--- src/rtl/fdx_consts.vh ---
`ifndef FDX_CONSTS_VH
`define FDX_CONSTS_VH
`define FDX_CLK_HZ 25000000
`define FDX_CLK_NS 40
`define FDX_LAMP_MS 2000
`define FDX_STEP_US 3000
`define FDX_IDX_TO_MS 1000
`define FDX_STEP_PW_NS 1000
`define FDX_LAMP_CYC (`FDX_LAMP_MS * (`FDX_CLK_HZ / 1000))
`define FDX_STEP_CYC (`FDX_STEP_US * (`FDX_CLK_HZ / 1000000))
`define FDX_IDX_TO_CYC (`FDX_IDX_TO_MS * (`FDX_CLK_HZ / 1000))
`define FDX_STEP_PW_CYC ((`FDX_STEP_PW_NS + `FDX_CLK_NS - 1) / `FDX_CLK_NS)
`define FDX_RATE_250K 250000
`define FDX_RATE_500K 500000
`define FDX_RATE_1000K 1000000
`define FDX_MAX_STEPS 8'hff
`define FDX_REG_CMD 8'h00
`define FDX_REG_KEY 8'h04
`define FDX_REG_CFG 8'h08
`define FDX_REG_USER 8'h0c
`define FDX_REG_STAT 8'h10
`define FDX_REG_FAIL 8'h14
`define FDX_REG_FDATA 8'h18
`define FDX_REG_TABLE 8'h1c
`define FDX_REG_PADDR 8'h20
`define FDX_REG_PDATA 8'h24
`define FDX_REG_VER 8'h28
`define FDX_OP_ERASE 3'h1
`define FDX_OP_FORMAT 3'h2
`define FDX_OP_LAMP 3'h3
`define FDX_OP_LOW 3'h4
`define FDX_OP_HIGH 3'h5
`define FDX_OP_MIX 3'h6
`define FDX_OP_USER 3'h7
`define FDX_KEY_MOTOR 0
`define FDX_KEY_INUSE 1
`define FDX_KEY_ROW 2
`define FDX_KEY_ROWSEL 5:4
`define FDX_CFG_SP 0
`define FDX_CFG_2HD 1
`define FDX_CFG_HEAD 2
`define FDX_CFG_STEP 4:3
`define FDX_CFG_RATE 6:5
`define FDX_CFG_NTRK 15:8
`define FDX_CFG_PTRK 23:16
`define FDX_NTRK_RST 8'h50
`define FDX_PTRK_RST 8'h0a
`define FDX_RATE_RST 2'h0
`define FDX_LOW_TONE_BYTE 8'hcc
`define FDX_HIGH_TONE_BYTE 8'haa
`define FDX_SECOND_TEST_PATTERN 8'hdf
`define FDX_PAT_ID_SECOND 2'h2
`define FDX_RESP_OKAY 2'h0
`define FDX_RESP_SLVERR 2'h2
`endif

--- src/rtl/fdx_bitser.v ---
`timescale 1ns/10ps
`default_nettype none
module fdx_bitser (
  input wire ref_clk,
  input wire arst_n,
  input wire run,
  input wire [7:0] cell_cyc,
  input wire [7:0] byte_a,
  input wire [7:0] byte_b,
  output reg wdata_reg
);
  reg [7:0] cnt_reg;
  reg [2:0] bit_reg;
  reg sel_b_reg;
  wire [7:0] cur_byte;
  assign cur_byte = sel_b_reg ? byte_b : byte_a;
  // msb first, one bit per cell; bytes alternate a, b
  always @(posedge ref_clk or negedge arst_n) begin
    if (!arst_n) begin
      cnt_reg <= 8'h00;
      bit_reg <= 3'h7;
      sel_b_reg <= 1'b0;
      wdata_reg <= 1'b0;
    end else if (!run) begin
      cnt_reg <= 8'h00;
      bit_reg <= 3'h7;
      sel_b_reg <= 1'b0;
      wdata_reg <= 1'b0;
    end else if (cnt_reg == 8'h00) begin
      cnt_reg <= cell_cyc - 8'h01;
      wdata_reg <= cur_byte[bit_reg];
      bit_reg <= bit_reg - 3'h1;
      if (bit_reg == 3'h0) begin
        sel_b_reg <= ~sel_b_reg;
      end
    end else begin
      cnt_reg <= cnt_reg - 8'h01;
    end
  end
endmodule
`default_nettype wire

--- src/rtl/fdx_exerciser.v ---
// The register addresses and register access over AXI4-Lite were chosen for this implementation.
`timescale 1ns/10ps
`default_nettype none
`include "fdx_consts.vh"
// Contract
// - single pass on: dc erase current head and track one revolution, then idle
// - single pass off: dc erase runs until a row key
// - motor key toggles motor line; motor lamp follows it
// - in-use key toggles in-use line; in-use lamp lit while true
// - format track step is 1 or 2, starting at 1
// - format start: motor on, return to track zero, head 0 track 00
// - per track write one revolution, verify next revolution, then step
// - head done: return to track zero, other head if two, repeat
// - format data is always the second test pattern
// - row key during format aborts to idle in that row
// - verify mismatch stops, sets read error, records full failure detail
// - index or seek error during format stops with status flags
// - failure record holds byte location and read pass number
// - lamp test lights all for 2 seconds, shows version, returns idle
// - mixed tone alternates low tone and high tone bytes
// - low tone is rate/4, high tone rate/2
// - pattern writes one revolution if single pass, else until row key
// - pattern writes use selected head, chosen track default 10
// - user write repeats the two-byte value across the track
// - row key during pattern write aborts into that row
// - selecting a table copies all parameters from storage into ram
// - storing a parameter byte writes it and advances the address
module fdx_exerciser #(
  parameter RAM_AW = 4,
  parameter [31:0] LAMP_CYC = `FDX_LAMP_CYC,
  parameter [31:0] STEP_CYC = `FDX_STEP_CYC,
  parameter [31:0] IDX_TO_CYC = `FDX_IDX_TO_CYC,
  parameter [7:0] MAX_STEPS = `FDX_MAX_STEPS,
  // arbitrary version value
  parameter [31:0] FW_VERSION = 32'h0000_0101
) (
  input wire ref_clk,
  input wire arst_n,
  input wire [7:0] awaddr,
  input wire awvalid,
  output wire awready,
  input wire [31:0] wdata,
  input wire [3:0] wstrb,
  input wire wvalid,
  output wire wready,
  output wire [1:0] bresp,
  output wire bvalid,
  input wire bready,
  input wire [7:0] araddr,
  input wire arvalid,
  output wire arready,
  output wire [31:0] rdata,
  output wire [1:0] rresp,
  output wire rvalid,
  input wire rready,
  input wire index_in,
  input wire track0_in,
  input wire rd_strobe_in,
  input wire [7:0] rd_byte_in,
  output wire motor_on,
  output wire in_use,
  output wire head_sel,
  output wire step,
  output wire step_dir,
  output wire write_gate,
  output wire write_data,
  output wire erase_gate,
  output wire led_all,
  output wire led_motor,
  output wire led_in_use,
  output wire led_read_err,
  output wire led_idx_err,
  output wire led_seek_err
);
  localparam [8:0] S_IDLE = 9'h001;
  localparam [8:0] S_REZ = 9'h002;
  localparam [8:0] S_SEEK = 9'h004;
  localparam [8:0] S_WIDX = 9'h008;
  localparam [8:0] S_FWR = 9'h010;
  localparam [8:0] S_FVF = 9'h020;
  localparam [8:0] S_PWR = 9'h040;
  localparam [8:0] S_ERASE = 9'h080;
  localparam [8:0] S_LAMP = 9'h100;
  localparam [31:0] PW_CYC = `FDX_STEP_PW_CYC;
  localparam [31:0] C250 = `FDX_CLK_HZ / `FDX_RATE_250K;
  localparam [31:0] C500 = `FDX_CLK_HZ / `FDX_RATE_500K;
  localparam [31:0] C1000 = `FDX_CLK_HZ / `FDX_RATE_1000K;

  function [31:0] merge;
    input [31:0] old;
    input [31:0] nw;
    input [3:0] strb;
    integer i;
    begin
      for (i = 0; i < 4; i = i + 1) begin
        merge[i*8 +: 8] = strb[i] ? nw[i*8 +: 8] : old[i*8 +: 8];
      end
    end
  endfunction

  function mapped;
    input [7:0] a;
    begin
      mapped = (a[1:0] == 2'b00) && (a <= `FDX_REG_VER);
    end
  endfunction

  // arbitrary default table contents, table number in word 0
  function [7:0] param_rom;
    input [7:0] t;
    input [RAM_AW-1:0] a;
    begin
      if (a == {RAM_AW{1'b0}}) begin
        param_rom = t;
      end else begin
        param_rom = {4'h0, a[3:0]} ^ t;
      end
    end
  endfunction

  reg awready_reg, wready_reg, bvalid_reg, arready_reg, rvalid_reg;
  reg aw_full_reg, w_full_reg;
  reg [1:0] bresp_reg, rresp_reg;
  reg [7:0] aw_addr_reg;
  reg [31:0] w_data_reg, rdata_reg;
  reg [3:0] w_strb_reg;
  wire aw_hs, w_hs, ar_hs, wr_fire;
  assign aw_hs = awvalid & awready_reg;
  assign w_hs = wvalid & wready_reg;
  assign ar_hs = arvalid & arready_reg;
  assign wr_fire = aw_full_reg & w_full_reg & ~bvalid_reg;

  reg [1:0] idx_s_reg, trk_s_reg, rds_s_reg;
  reg [7:0] rdb_s1_reg, rdb_s2_reg;
  reg idx_d_reg, rds_d_reg;
  wire idx_edge, rd_edge;
  assign idx_edge = idx_s_reg[1] & ~idx_d_reg;
  assign rd_edge = rds_s_reg[1] & ~rds_d_reg;

  reg [8:0] state_reg;
  reg [2:0] op_reg;
  reg sp_reg, two_hd_reg, head_reg, step2_reg, motor_reg, in_use_reg;
  reg [1:0] rate_reg, row_reg;
  reg [7:0] ntrk_reg, ptrk_reg, track_reg, target_reg, nsteps_reg;
  reg [15:0] user_reg, loc_reg, fail_loc_reg;
  reg [31:0] tmr_reg, idx_tmr_reg;
  reg step_reg, dir_reg, wg_reg, erase_reg, lamp_reg;
  reg rd_err_reg, idx_err_reg, seek_err_reg;
  reg [3:0] pass_reg, fail_pass_reg;
  reg [7:0] fail_trk_reg, found_reg, expect_reg;
  reg fail_hd_reg;
  reg [7:0] table_reg;
  reg copy_reg;
  reg [RAM_AW-1:0] copy_idx_reg, paddr_reg;
  reg [7:0] pram [0:(1<<RAM_AW)-1];

  wire [8:0] nxt_trk;
  wire [7:0] cell_cyc, byte_a, byte_b;
  wire cmd_wr, key_wr, rev_state;
  assign nxt_trk = {1'b0, track_reg} + (step2_reg ? 9'h002 : 9'h001);
  assign cmd_wr = wr_fire && (aw_addr_reg == `FDX_REG_CMD);
  assign key_wr = wr_fire && (aw_addr_reg == `FDX_REG_KEY);
  wire motor_next, in_use_next;
  wire [31:0] user_m, cfg_m;
  // format start forces the motor on; a key write and a start never share one write
  assign motor_next = (cmd_wr && state_reg == S_IDLE && w_data_reg[2:0] == `FDX_OP_FORMAT) |
    (motor_reg ^ (key_wr & w_data_reg[`FDX_KEY_MOTOR]));
  assign in_use_next = in_use_reg ^ (key_wr & w_data_reg[`FDX_KEY_INUSE]);
  assign user_m = merge({16'h0000, user_reg}, w_data_reg, w_strb_reg);
  assign cfg_m = merge({8'h00, ptrk_reg, ntrk_reg, 1'b0, rate_reg, step2_reg ? 2'h2 : 2'h1, head_reg, two_hd_reg,
    sp_reg}, w_data_reg, w_strb_reg);
  assign rev_state = |(state_reg & (S_WIDX | S_FWR | S_FVF | S_PWR | S_ERASE));
  // tone rate follows the data rate: a cc byte is rate/4, aa is rate/2
  assign cell_cyc = (rate_reg == 2'h2) ? C1000[7:0] : (rate_reg == 2'h1) ? C500[7:0] : C250[7:0];
  // mixed tone alternates
  assign byte_a = (op_reg == `FDX_OP_USER) ? user_reg[15:8] :
    (op_reg == `FDX_OP_FORMAT) ? `FDX_SECOND_TEST_PATTERN :
    (op_reg == `FDX_OP_HIGH) ? `FDX_HIGH_TONE_BYTE : `FDX_LOW_TONE_BYTE;
  assign byte_b = (op_reg == `FDX_OP_USER) ? user_reg[7:0] :
    (op_reg == `FDX_OP_FORMAT) ? `FDX_SECOND_TEST_PATTERN :
    (op_reg == `FDX_OP_LOW) ? `FDX_LOW_TONE_BYTE : `FDX_HIGH_TONE_BYTE;

  // first sync stage feeds only the second
  always @(posedge ref_clk or negedge arst_n) begin
    if (!arst_n) begin
      idx_s_reg <= 2'h0;
      trk_s_reg <= 2'h0;
      rds_s_reg <= 2'h0;
      rdb_s1_reg <= 8'h00;
      rdb_s2_reg <= 8'h00;
      idx_d_reg <= 1'b0;
      rds_d_reg <= 1'b0;
    end else begin
      idx_s_reg <= {idx_s_reg[0], index_in};
      trk_s_reg <= {trk_s_reg[0], track0_in};
      rds_s_reg <= {rds_s_reg[0], rd_strobe_in};
      rdb_s1_reg <= rd_byte_in;
      rdb_s2_reg <= rdb_s1_reg;
      idx_d_reg <= idx_s_reg[1];
      rds_d_reg <= rds_s_reg[1];
    end
  end

  always @(posedge ref_clk or negedge arst_n) begin
    if (!arst_n) begin
      awready_reg <= 1'b0;
      wready_reg <= 1'b0;
      aw_full_reg <= 1'b0;
      w_full_reg <= 1'b0;
      bvalid_reg <= 1'b0;
      bresp_reg <= `FDX_RESP_OKAY;
      aw_addr_reg <= 8'h00;
      w_data_reg <= 32'h0000_0000;
      w_strb_reg <= 4'h0;
      arready_reg <= 1'b0;
      rvalid_reg <= 1'b0;
      rdata_reg <= 32'h0000_0000;
      rresp_reg <= `FDX_RESP_OKAY;
    end else begin
      if (aw_hs) begin
        aw_full_reg <= 1'b1;
        aw_addr_reg <= awaddr;
      end
      if (w_hs) begin
        w_full_reg <= 1'b1;
        w_data_reg <= wdata;
        w_strb_reg <= wstrb;
      end
      if (wr_fire) begin
        aw_full_reg <= 1'b0;
        w_full_reg <= 1'b0;
        bvalid_reg <= 1'b1;
        bresp_reg <= mapped(aw_addr_reg) ? `FDX_RESP_OKAY : `FDX_RESP_SLVERR;
      end else if (bvalid_reg && bready) begin
        bvalid_reg <= 1'b0;
      end
      awready_reg <= ~aw_full_reg & ~aw_hs & ~bvalid_reg;
      wready_reg <= ~w_full_reg & ~w_hs & ~bvalid_reg;
      if (ar_hs) begin
        rvalid_reg <= 1'b1;
        rresp_reg <= mapped(araddr) ? `FDX_RESP_OKAY : `FDX_RESP_SLVERR;
        case (araddr)
          `FDX_REG_CMD: rdata_reg <= {29'h0, op_reg};
          `FDX_REG_CFG: rdata_reg <= {8'h00, ptrk_reg, ntrk_reg, 1'b0, rate_reg,
            step2_reg ? 2'h2 : 2'h1, head_reg, two_hd_reg, sp_reg};
          `FDX_REG_USER: rdata_reg <= {16'h0000, user_reg};
          `FDX_REG_STAT: rdata_reg <= {8'h00, track_reg, 5'h00, head_reg, row_reg,
            copy_reg, lamp_reg, in_use_reg, motor_reg, seek_err_reg, idx_err_reg,
            rd_err_reg, ~state_reg[0]};
          `FDX_REG_FAIL: rdata_reg <= {fail_loc_reg, fail_pass_reg, 1'b0, `FDX_PAT_ID_SECOND,
            fail_hd_reg, fail_trk_reg};
          `FDX_REG_FDATA: rdata_reg <= {16'h0000, expect_reg, found_reg};
          `FDX_REG_TABLE: rdata_reg <= {24'h0, table_reg};
          `FDX_REG_PADDR: rdata_reg <= {{(32-RAM_AW){1'b0}}, paddr_reg};
          `FDX_REG_PDATA: rdata_reg <= {24'h0, pram[paddr_reg]};
          `FDX_REG_VER: rdata_reg <= FW_VERSION;
          default: rdata_reg <= 32'h0000_0000;
        endcase
      end else if (rvalid_reg && rready) begin
        rvalid_reg <= 1'b0;
      end
      arready_reg <= ~ar_hs & (~rvalid_reg | rready);
    end
  end

  // table copy and editor share one write port; copy wins
  wire ram_we;
  wire [RAM_AW-1:0] ram_wa;
  wire [7:0] ram_wd;
  wire pdata_wr;
  assign pdata_wr = wr_fire && (aw_addr_reg == `FDX_REG_PDATA) && w_strb_reg[0] && !copy_reg;
  assign ram_we = copy_reg | pdata_wr;
  assign ram_wa = copy_reg ? copy_idx_reg : paddr_reg;
  assign ram_wd = copy_reg ? param_rom(table_reg, copy_idx_reg) : w_data_reg[7:0];
  always @(posedge ref_clk) begin
    if (ram_we) begin
      pram[ram_wa] <= ram_wd;
    end
  end

  always @(posedge ref_clk or negedge arst_n) begin
    if (!arst_n) begin
      table_reg <= 8'h00;
      copy_reg <= 1'b0;
      copy_idx_reg <= {RAM_AW{1'b0}};
      paddr_reg <= {RAM_AW{1'b0}};
    end else begin
      if (wr_fire && aw_addr_reg == `FDX_REG_TABLE) begin
        table_reg <= w_data_reg[7:0];
        copy_reg <= 1'b1;
        copy_idx_reg <= {RAM_AW{1'b0}};
      end else if (copy_reg) begin
        copy_idx_reg <= copy_idx_reg + 1'b1;
        if (&copy_idx_reg) begin
          copy_reg <= 1'b0;
        end
      end
      if (pdata_wr) begin
        paddr_reg <= paddr_reg + 1'b1;
      end else if (wr_fire && aw_addr_reg == `FDX_REG_PADDR) begin
        paddr_reg <= w_data_reg[RAM_AW-1:0];
      end
    end
  end

  always @(posedge ref_clk or negedge arst_n) begin
    if (!arst_n) begin
      state_reg <= S_IDLE;
      op_reg <= 3'h0;
      sp_reg <= 1'b0;
      two_hd_reg <= 1'b0;
      head_reg <= 1'b0;
      step2_reg <= 1'b0;
      rate_reg <= `FDX_RATE_RST;
      ntrk_reg <= `FDX_NTRK_RST;
      ptrk_reg <= `FDX_PTRK_RST;
      user_reg <= 16'h0000;
      motor_reg <= 1'b0;
      in_use_reg <= 1'b0;
      row_reg <= 2'h0;
      track_reg <= 8'h00;
      target_reg <= 8'h00;
      nsteps_reg <= 8'h00;
      loc_reg <= 16'h0000;
      pass_reg <= 4'h0;
      tmr_reg <= 32'h0;
      idx_tmr_reg <= 32'h0;
      step_reg <= 1'b0;
      dir_reg <= 1'b0;
      wg_reg <= 1'b0;
      erase_reg <= 1'b0;
      lamp_reg <= 1'b0;
      rd_err_reg <= 1'b0;
      idx_err_reg <= 1'b0;
      seek_err_reg <= 1'b0;
      fail_loc_reg <= 16'h0000;
      fail_pass_reg <= 4'h0;
      fail_trk_reg <= 8'h00;
      fail_hd_reg <= 1'b0;
      found_reg <= 8'h00;
      expect_reg <= 8'h00;
    end else begin
      motor_reg <= motor_next;
      in_use_reg <= in_use_next;
      if (wr_fire && aw_addr_reg == `FDX_REG_USER) begin
        user_reg <= user_m[15:0];
      end
      if (wr_fire && aw_addr_reg == `FDX_REG_CFG && state_reg == S_IDLE) begin
        {ptrk_reg, ntrk_reg} <= {cfg_m[`FDX_CFG_PTRK], cfg_m[`FDX_CFG_NTRK]};
        step2_reg <= (cfg_m[`FDX_CFG_STEP] == 2'h2);
        rate_reg <= cfg_m[`FDX_CFG_RATE];
        {head_reg, two_hd_reg, sp_reg} <= {cfg_m[`FDX_CFG_HEAD], cfg_m[`FDX_CFG_2HD], cfg_m[`FDX_CFG_SP]};
      end
      if (step_reg && tmr_reg == STEP_CYC - PW_CYC) begin
        step_reg <= 1'b0;
      end
      if (tmr_reg != 32'h0) begin
        tmr_reg <= tmr_reg - 32'h1;
      end
      idx_tmr_reg <= (rev_state && !idx_edge) ? idx_tmr_reg + 32'h1 : 32'h0;
      wg_reg <= |(state_reg & (S_FWR | S_PWR));
      erase_reg <= (state_reg == S_ERASE);
      lamp_reg <= (state_reg == S_LAMP);
      if (key_wr && w_data_reg[`FDX_KEY_ROW]) begin
        state_reg <= S_IDLE;
        row_reg <= w_data_reg[`FDX_KEY_ROWSEL];
      end else if (rev_state && idx_tmr_reg == IDX_TO_CYC) begin
        idx_err_reg <= 1'b1;
        state_reg <= S_IDLE;
      end else begin
        case (state_reg)
          S_IDLE: begin
            if (cmd_wr && w_data_reg[2:0] != 3'h0) begin
              op_reg <= w_data_reg[2:0];
              rd_err_reg <= 1'b0;
              idx_err_reg <= 1'b0;
              nsteps_reg <= 8'h00;
              tmr_reg <= 32'h0;
              if (w_data_reg[2:0] == `FDX_OP_ERASE) begin
                state_reg <= sp_reg ? S_WIDX : S_ERASE;
              end else if (w_data_reg[2:0] == `FDX_OP_LAMP) begin
                tmr_reg <= LAMP_CYC - 32'h1;
                state_reg <= S_LAMP;
              end else begin
                // motor on, head 0, to track zero
                if (w_data_reg[2:0] == `FDX_OP_FORMAT) begin
                  motor_reg <= 1'b1;
                  head_reg <= 1'b0;
                end
                state_reg <= S_REZ;
              end
            end
          end
          S_REZ: begin
            if (tmr_reg == 32'h0) begin
              if (trk_s_reg[1]) begin
                track_reg <= 8'h00;
                seek_err_reg <= 1'b0;
                pass_reg <= 4'h0;
                target_reg <= (op_reg == `FDX_OP_FORMAT) ? 8'h00 : ptrk_reg;
                state_reg <= S_SEEK;
              end else if (nsteps_reg == MAX_STEPS) begin
                seek_err_reg <= 1'b1;
                state_reg <= S_IDLE;
              end else begin
                nsteps_reg <= nsteps_reg + 8'h01;
                dir_reg <= 1'b0;
                step_reg <= 1'b1;
                tmr_reg <= STEP_CYC - 32'h1;
              end
            end
          end
          S_SEEK: begin
            if (tmr_reg == 32'h0) begin
              if (track_reg == target_reg) begin
                state_reg <= S_WIDX;
              end else begin
                track_reg <= track_reg + 8'h01;
                dir_reg <= 1'b1;
                step_reg <= 1'b1;
                tmr_reg <= STEP_CYC - 32'h1;
              end
            end
          end
          S_WIDX: begin
            if (idx_edge) begin
              state_reg <= (op_reg == `FDX_OP_FORMAT) ? S_FWR : (op_reg == `FDX_OP_ERASE) ? S_ERASE : S_PWR;
            end
          end
          S_FWR: begin
            if (idx_edge) begin
              loc_reg <= 16'h0000;
              pass_reg <= pass_reg + 4'h1;
              state_reg <= S_FVF;
            end
          end
          S_FVF: begin
            // expected byte is the second test pattern
            if (rd_edge && rdb_s2_reg != `FDX_SECOND_TEST_PATTERN) begin
              rd_err_reg <= 1'b1;
              fail_loc_reg <= loc_reg;
              fail_pass_reg <= pass_reg;
              fail_trk_reg <= track_reg;
              fail_hd_reg <= head_reg;
              found_reg <= rdb_s2_reg;
              expect_reg <= `FDX_SECOND_TEST_PATTERN;
              state_reg <= S_IDLE;
            end else if (idx_edge) begin
              pass_reg <= 4'h0;
              if (nxt_trk < {1'b0, ntrk_reg}) begin
                target_reg <= nxt_trk[7:0];
                state_reg <= S_SEEK;
              end else if (!head_reg && two_hd_reg) begin
                head_reg <= 1'b1;
                nsteps_reg <= 8'h00;
                state_reg <= S_REZ;
              end else begin
                state_reg <= S_IDLE;
              end
            end else if (rd_edge) begin
              loc_reg <= loc_reg + 16'h0001;
            end
          end
          S_PWR, S_ERASE: begin
            // single pass ends at next index
            if (idx_edge && sp_reg) begin
              state_reg <= S_IDLE;
            end
          end
          S_LAMP: begin
            if (tmr_reg == 32'h0) begin
              state_reg <= S_IDLE;
            end
          end
          default: state_reg <= S_IDLE;
        endcase
      end
    end
  end

  reg led_motor_reg, led_in_use_reg, led_rd_reg, led_idx_reg, led_seek_reg;
  // error lamps trail their flag by one clock; status lamps use next values to stay in step
  always @(posedge ref_clk or negedge arst_n) begin
    if (!arst_n) begin
      led_motor_reg <= 1'b0;
      led_in_use_reg <= 1'b0;
      led_rd_reg <= 1'b0;
      led_idx_reg <= 1'b0;
      led_seek_reg <= 1'b0;
    end else begin
      led_motor_reg <= motor_next | (state_reg == S_LAMP);
      led_in_use_reg <= in_use_next | (state_reg == S_LAMP);
      led_rd_reg <= rd_err_reg | (state_reg == S_LAMP);
      led_idx_reg <= idx_err_reg | (state_reg == S_LAMP);
      led_seek_reg <= seek_err_reg | (state_reg == S_LAMP);
    end
  end

  fdx_bitser u_ser (
    .ref_clk(ref_clk),
    .arst_n(arst_n),
    .run(wg_reg),
    .cell_cyc(cell_cyc),
    .byte_a(byte_a),
    .byte_b(byte_b),
    .wdata_reg(write_data)
  );

  assign awready = awready_reg;
  assign wready = wready_reg;
  assign bresp = bresp_reg;
  assign bvalid = bvalid_reg;
  assign arready = arready_reg;
  assign rdata = rdata_reg;
  assign rresp = rresp_reg;
  assign rvalid = rvalid_reg;
  assign motor_on = motor_reg;
  assign in_use = in_use_reg;
  assign head_sel = head_reg;
  assign step = step_reg;
  assign step_dir = dir_reg;
  assign write_gate = wg_reg;
  assign erase_gate = erase_reg;
  // every lamp lit during the test
  assign led_all = lamp_reg;
  assign led_motor = led_motor_reg;
  assign led_in_use = led_in_use_reg;
  assign led_read_err = led_rd_reg;
  assign led_idx_err = led_idx_reg;
  assign led_seek_err = led_seek_reg;
endmodule
`default_nettype wire

--- config.mk ---
export PLATFORM = sky130hd
export DESIGN_NAME = fdx_exerciser
export DESIGN_NICKNAME = d
export VERILOG_FILES = /design/src/rtl/fdx_bitser.v /design/src/rtl/fdx_exerciser.v
export VERILOG_INCLUDE_DIRS = /design/src /design/src/rtl
export SDC_FILE = /design/constraint.sdc
export NUM_CORES = 1
export LEC_CHECK = 0
export BUFFER_PORTS_ARGS = -buffer_cell sky130_fd_sc_hd__buf_4
export CORE_AREA = 2 2 187 189
export CTS_CLUSTER_SIZE = 10
export DETAILED_ROUTE_END_ITERATION = 7
export DIE_AREA = 0 0 189 191
export PLACE_DENSITY_LB_ADDON = 0.08
export RECOVER_POWER = 25
export REMOVE_ABC_BUFFERS = 1
export SETUP_SLACK_MARGIN = 0.05
export SLEW_MARGIN = 20
export SYNTH_ARGS = -nofsm -noshare
export SYNTH_HDL_FRONTEND = slang
export SYNTH_SLANG_ARGS = --single-unit
--- constraint.sdc ---
create_clock -name ref_clk -period 6.5 [get_ports ref_clk]
set_clock_uncertainty 0.15 [all_clocks]
set_input_delay 0.975 -clock ref_clk [delete_from_list [all_inputs] [get_ports ref_clk]]
set_output_delay 0.975 -clock ref_clk [all_outputs]
set_load 0.02 [all_outputs]
==> flow_summary.ini <==
[run_status]
status = complete, but fails checks
violations = capacitance limit, slew limit

[floorplanning]
dieHeight_um = 191
die-area_um2 = 36100
die_w_um = 189
initial_core_util = 0.6404
core_um2 = 34120
ioPinCount = 125
rows = 68

[logic_synthesis]
yosys_warnings = 0
synthFlopType = dfrtp_1
synth.distinct_cells = 88
syn_avg_cell_area_um2 = 11.97
synth_area_um2 = 21850
yosysSeqAreaShare = 0.5692
synth-edff-count = 128
ys_ff_latch = 471
synth_cells = 1826
synthArstFlopShare = 0.7282

[cells_and_area]
drive_above_1_share = 0.2084
multi_input_area_um2 = 8917
synthToLayoutAreaGrowth_pct = 12.89
final_cell_mix = dfrtp_1, nand2_1, nor2_1
largest_reg_flops = 128
diodes = 0
nNetsFinal = 2023
layout_commonest_cell = dfrtp_1
top_register = pram
fin_area_um2 = 24670
fill_cells = 2328
final-seq-area_um2 = 12440

[timing]
layout_min_cycle_time_ns = 4.241
fmax_mhz = 235.8
tns_ns = 0
hold_viol = 0
grt_setup_unrepaired = false
drv_slew = 149
finalCritPeriodShare = 0.6524
worstMarginPinSlew_ns = 2.961
setup_violations = 0
max-slew-margin-rel = -0.9737

[drt]
wl_met2_mm = 26.73
vias_per_cell = 6.447
drcViolationCount = 0
num_vias = 15588
met1Wirelength_mm = 23.31
wl_per_cell_um = 22.83
wl_met3_mm = 3.403
highest_layer = met5
detail_route.iter0.violations = 1470
drt_wl_total_mm = 55.19
dr.pass1.iters = 8
drtAntennaViolNets = 0

[worst_setup_path]
worst_r2r_path_depth = 13
worstPathRequired_ns = 6.82
worst_setup_path_start_kind = flip-flop
worst_setup_path_end_kind = flip-flop
arrival_ns = 4.56
critPathMaxFanout = 9
critPathKind = flip-flop to flip-flop

[clock_tree]
clock_tree.root_cell = clkbuf_16
ctsHoldBuffers = 0
cts_tree = built
ctsResizeCount = 0
h-tree-depth = 2
postCtsSetupRepairBufs = 0
cts_inserted_buffers = 54
cts_buffer_depth = 3
clkLatencyLatePin_ns = 0.63
clock-sinks = 471
cts.clk_slew.worst_paths_ns = 0.06

[power]
swShare = 0.3351
clkPwrFrac = 0.308
ir_drop_mv = 0.3431
power_frac_comb = 0.252
leakagePower_nw = 10.34
p_per_area_nw_per_um2 = 362.7
total_power_mw = 8.946
p_switching_mw = 2.998
power.internal_mw = 5.949
p_seq_frac = 0.440

[global_routing]
grt_pass1_vias = 15327
grt_first_pass_wirelength_mm = 86.88
track_usage = 0.3126
antenna_found_initial = 2
grt_max_degree = 121
overflow = 0

[placed_design]
numPortBuffers = 113
dpl_cell_area_um2 = 23090
globalplace.congestion = 0.9348
hpwl_mm = 36.92

[min_path]
hold_class = primary input to async pin

[flow_run]
maxCapViolations = 2
==> power groups by stage <==
stage	combinational, mW	clock, mW	sequential (mW)
final	2.25	2.76	3.94
after global routing	2.46	2.92	3.97
after CTS	2.23	2.80	3.92
after detailed placement	2.20	0	3.97
after global placement	2.13	0	3.96
after floorplan	1.47	0	3.89
==> worst max-delay path: stages (launching register included) <==
cell and delay [ns]:
dfrtp_1 0.46, inv_1 0.17, ha_1 0.20, fa_1 0.24, inv_1 0.07, or3_1 0.39, xnor2_1 0.21, ha_1 0.28
and3_1 0.18, a221oi_1 0.29, o31a_1 0.27, nand3_1 0.17, a211oi_4 0.59, mux2_2 0.41
==> final cells by class <==
| class | count | share of cell area |
|---|---|---|
| Clock inverter | 4 | 0.003449 |
| Inverter | 43 | 0.006544 |
| Multi-Input combinational cell | 1224 | 0.3615 |
| Tap cell | 455 | 0.02308 |
| Timing Repair Buffer | 132 | 0.04023 |
| Clock buffer | 89 | 0.06092 |
| Sequential cell | 471 | 0.5043 |
==> layer usage <==
layer / vias up / global-route usage
li1: 6987 / -
met1: 7902 / 0.4342
met2: 585 / 0.5044
met3: 110 / 0.04773
met4: 4 / 0.1175
met5: - / 0
==> final timing paths <==
path | end | slack, ns | startpoint
worst max-delay path | target_reg[1] | 2.26 | step2_reg
worst min-delay path | tmr_reg[31] | 0.20 | arst_n
worst max register to register | target_reg[1] | 2.26 | step2_reg
worst min register to register | rdb_s2_reg[6] | 0.20 | rdb_s1_reg[6]
max in group asynchronous | paddr_reg[0] | 2.49 | arst_n
min in group ref_clk | rdb_s2_reg[6] | 0.20 | rdb_s1_reg[6]
==> cell usage after synthesis, types with 41 or more instances <==
cell type	number	share of area
inv_1	43	0.0074
nor2_1	140	0.024
o21ai_0	78	0.018
clkbuf_1	67	0.012
nand3_1	63	0.014
nand2_1	150	0.026
xnor2_1	44	0.018
nor3_1	41	0.0094
mux2_2	134	0.069
edfxtp_1	128	0.18
a21oi_1	56	0.013
dfrtp_1	335	0.38
==> per-stage QoR <==
step,setup WS [ns],instances,hold slack (ns),utilization
2_1_floorplan,1.236,1738,0.1812,-
3_3_place_gp,2.431,2325,0.1831,0.6767
3_5_place_dp,2.312,2325,0.1847,0.6767
4_1_cts,2.261,2418,0.1980,0.7232
5_1_grt,1.748,2418,0.2058,0.7230
6_report,2.259,2418,0.1954,0.7230
==> kinds of logic after synthesis <==
group,after synthesis,share of synthesized area
AND/OR/NAND/NOR,627,0.1495
flip-flops,471,0.5692
AO/OA/AOI/OAI,305,0.09523
multiplexers,179,0.1126
buffers and inverters,132,0.02388
XOR/XNOR,84,0.03367
adder cells (fa/ha/maj),27,0.01580
other,1,0.0001716
No activity file was read; power rests on OpenSTA's default activity.
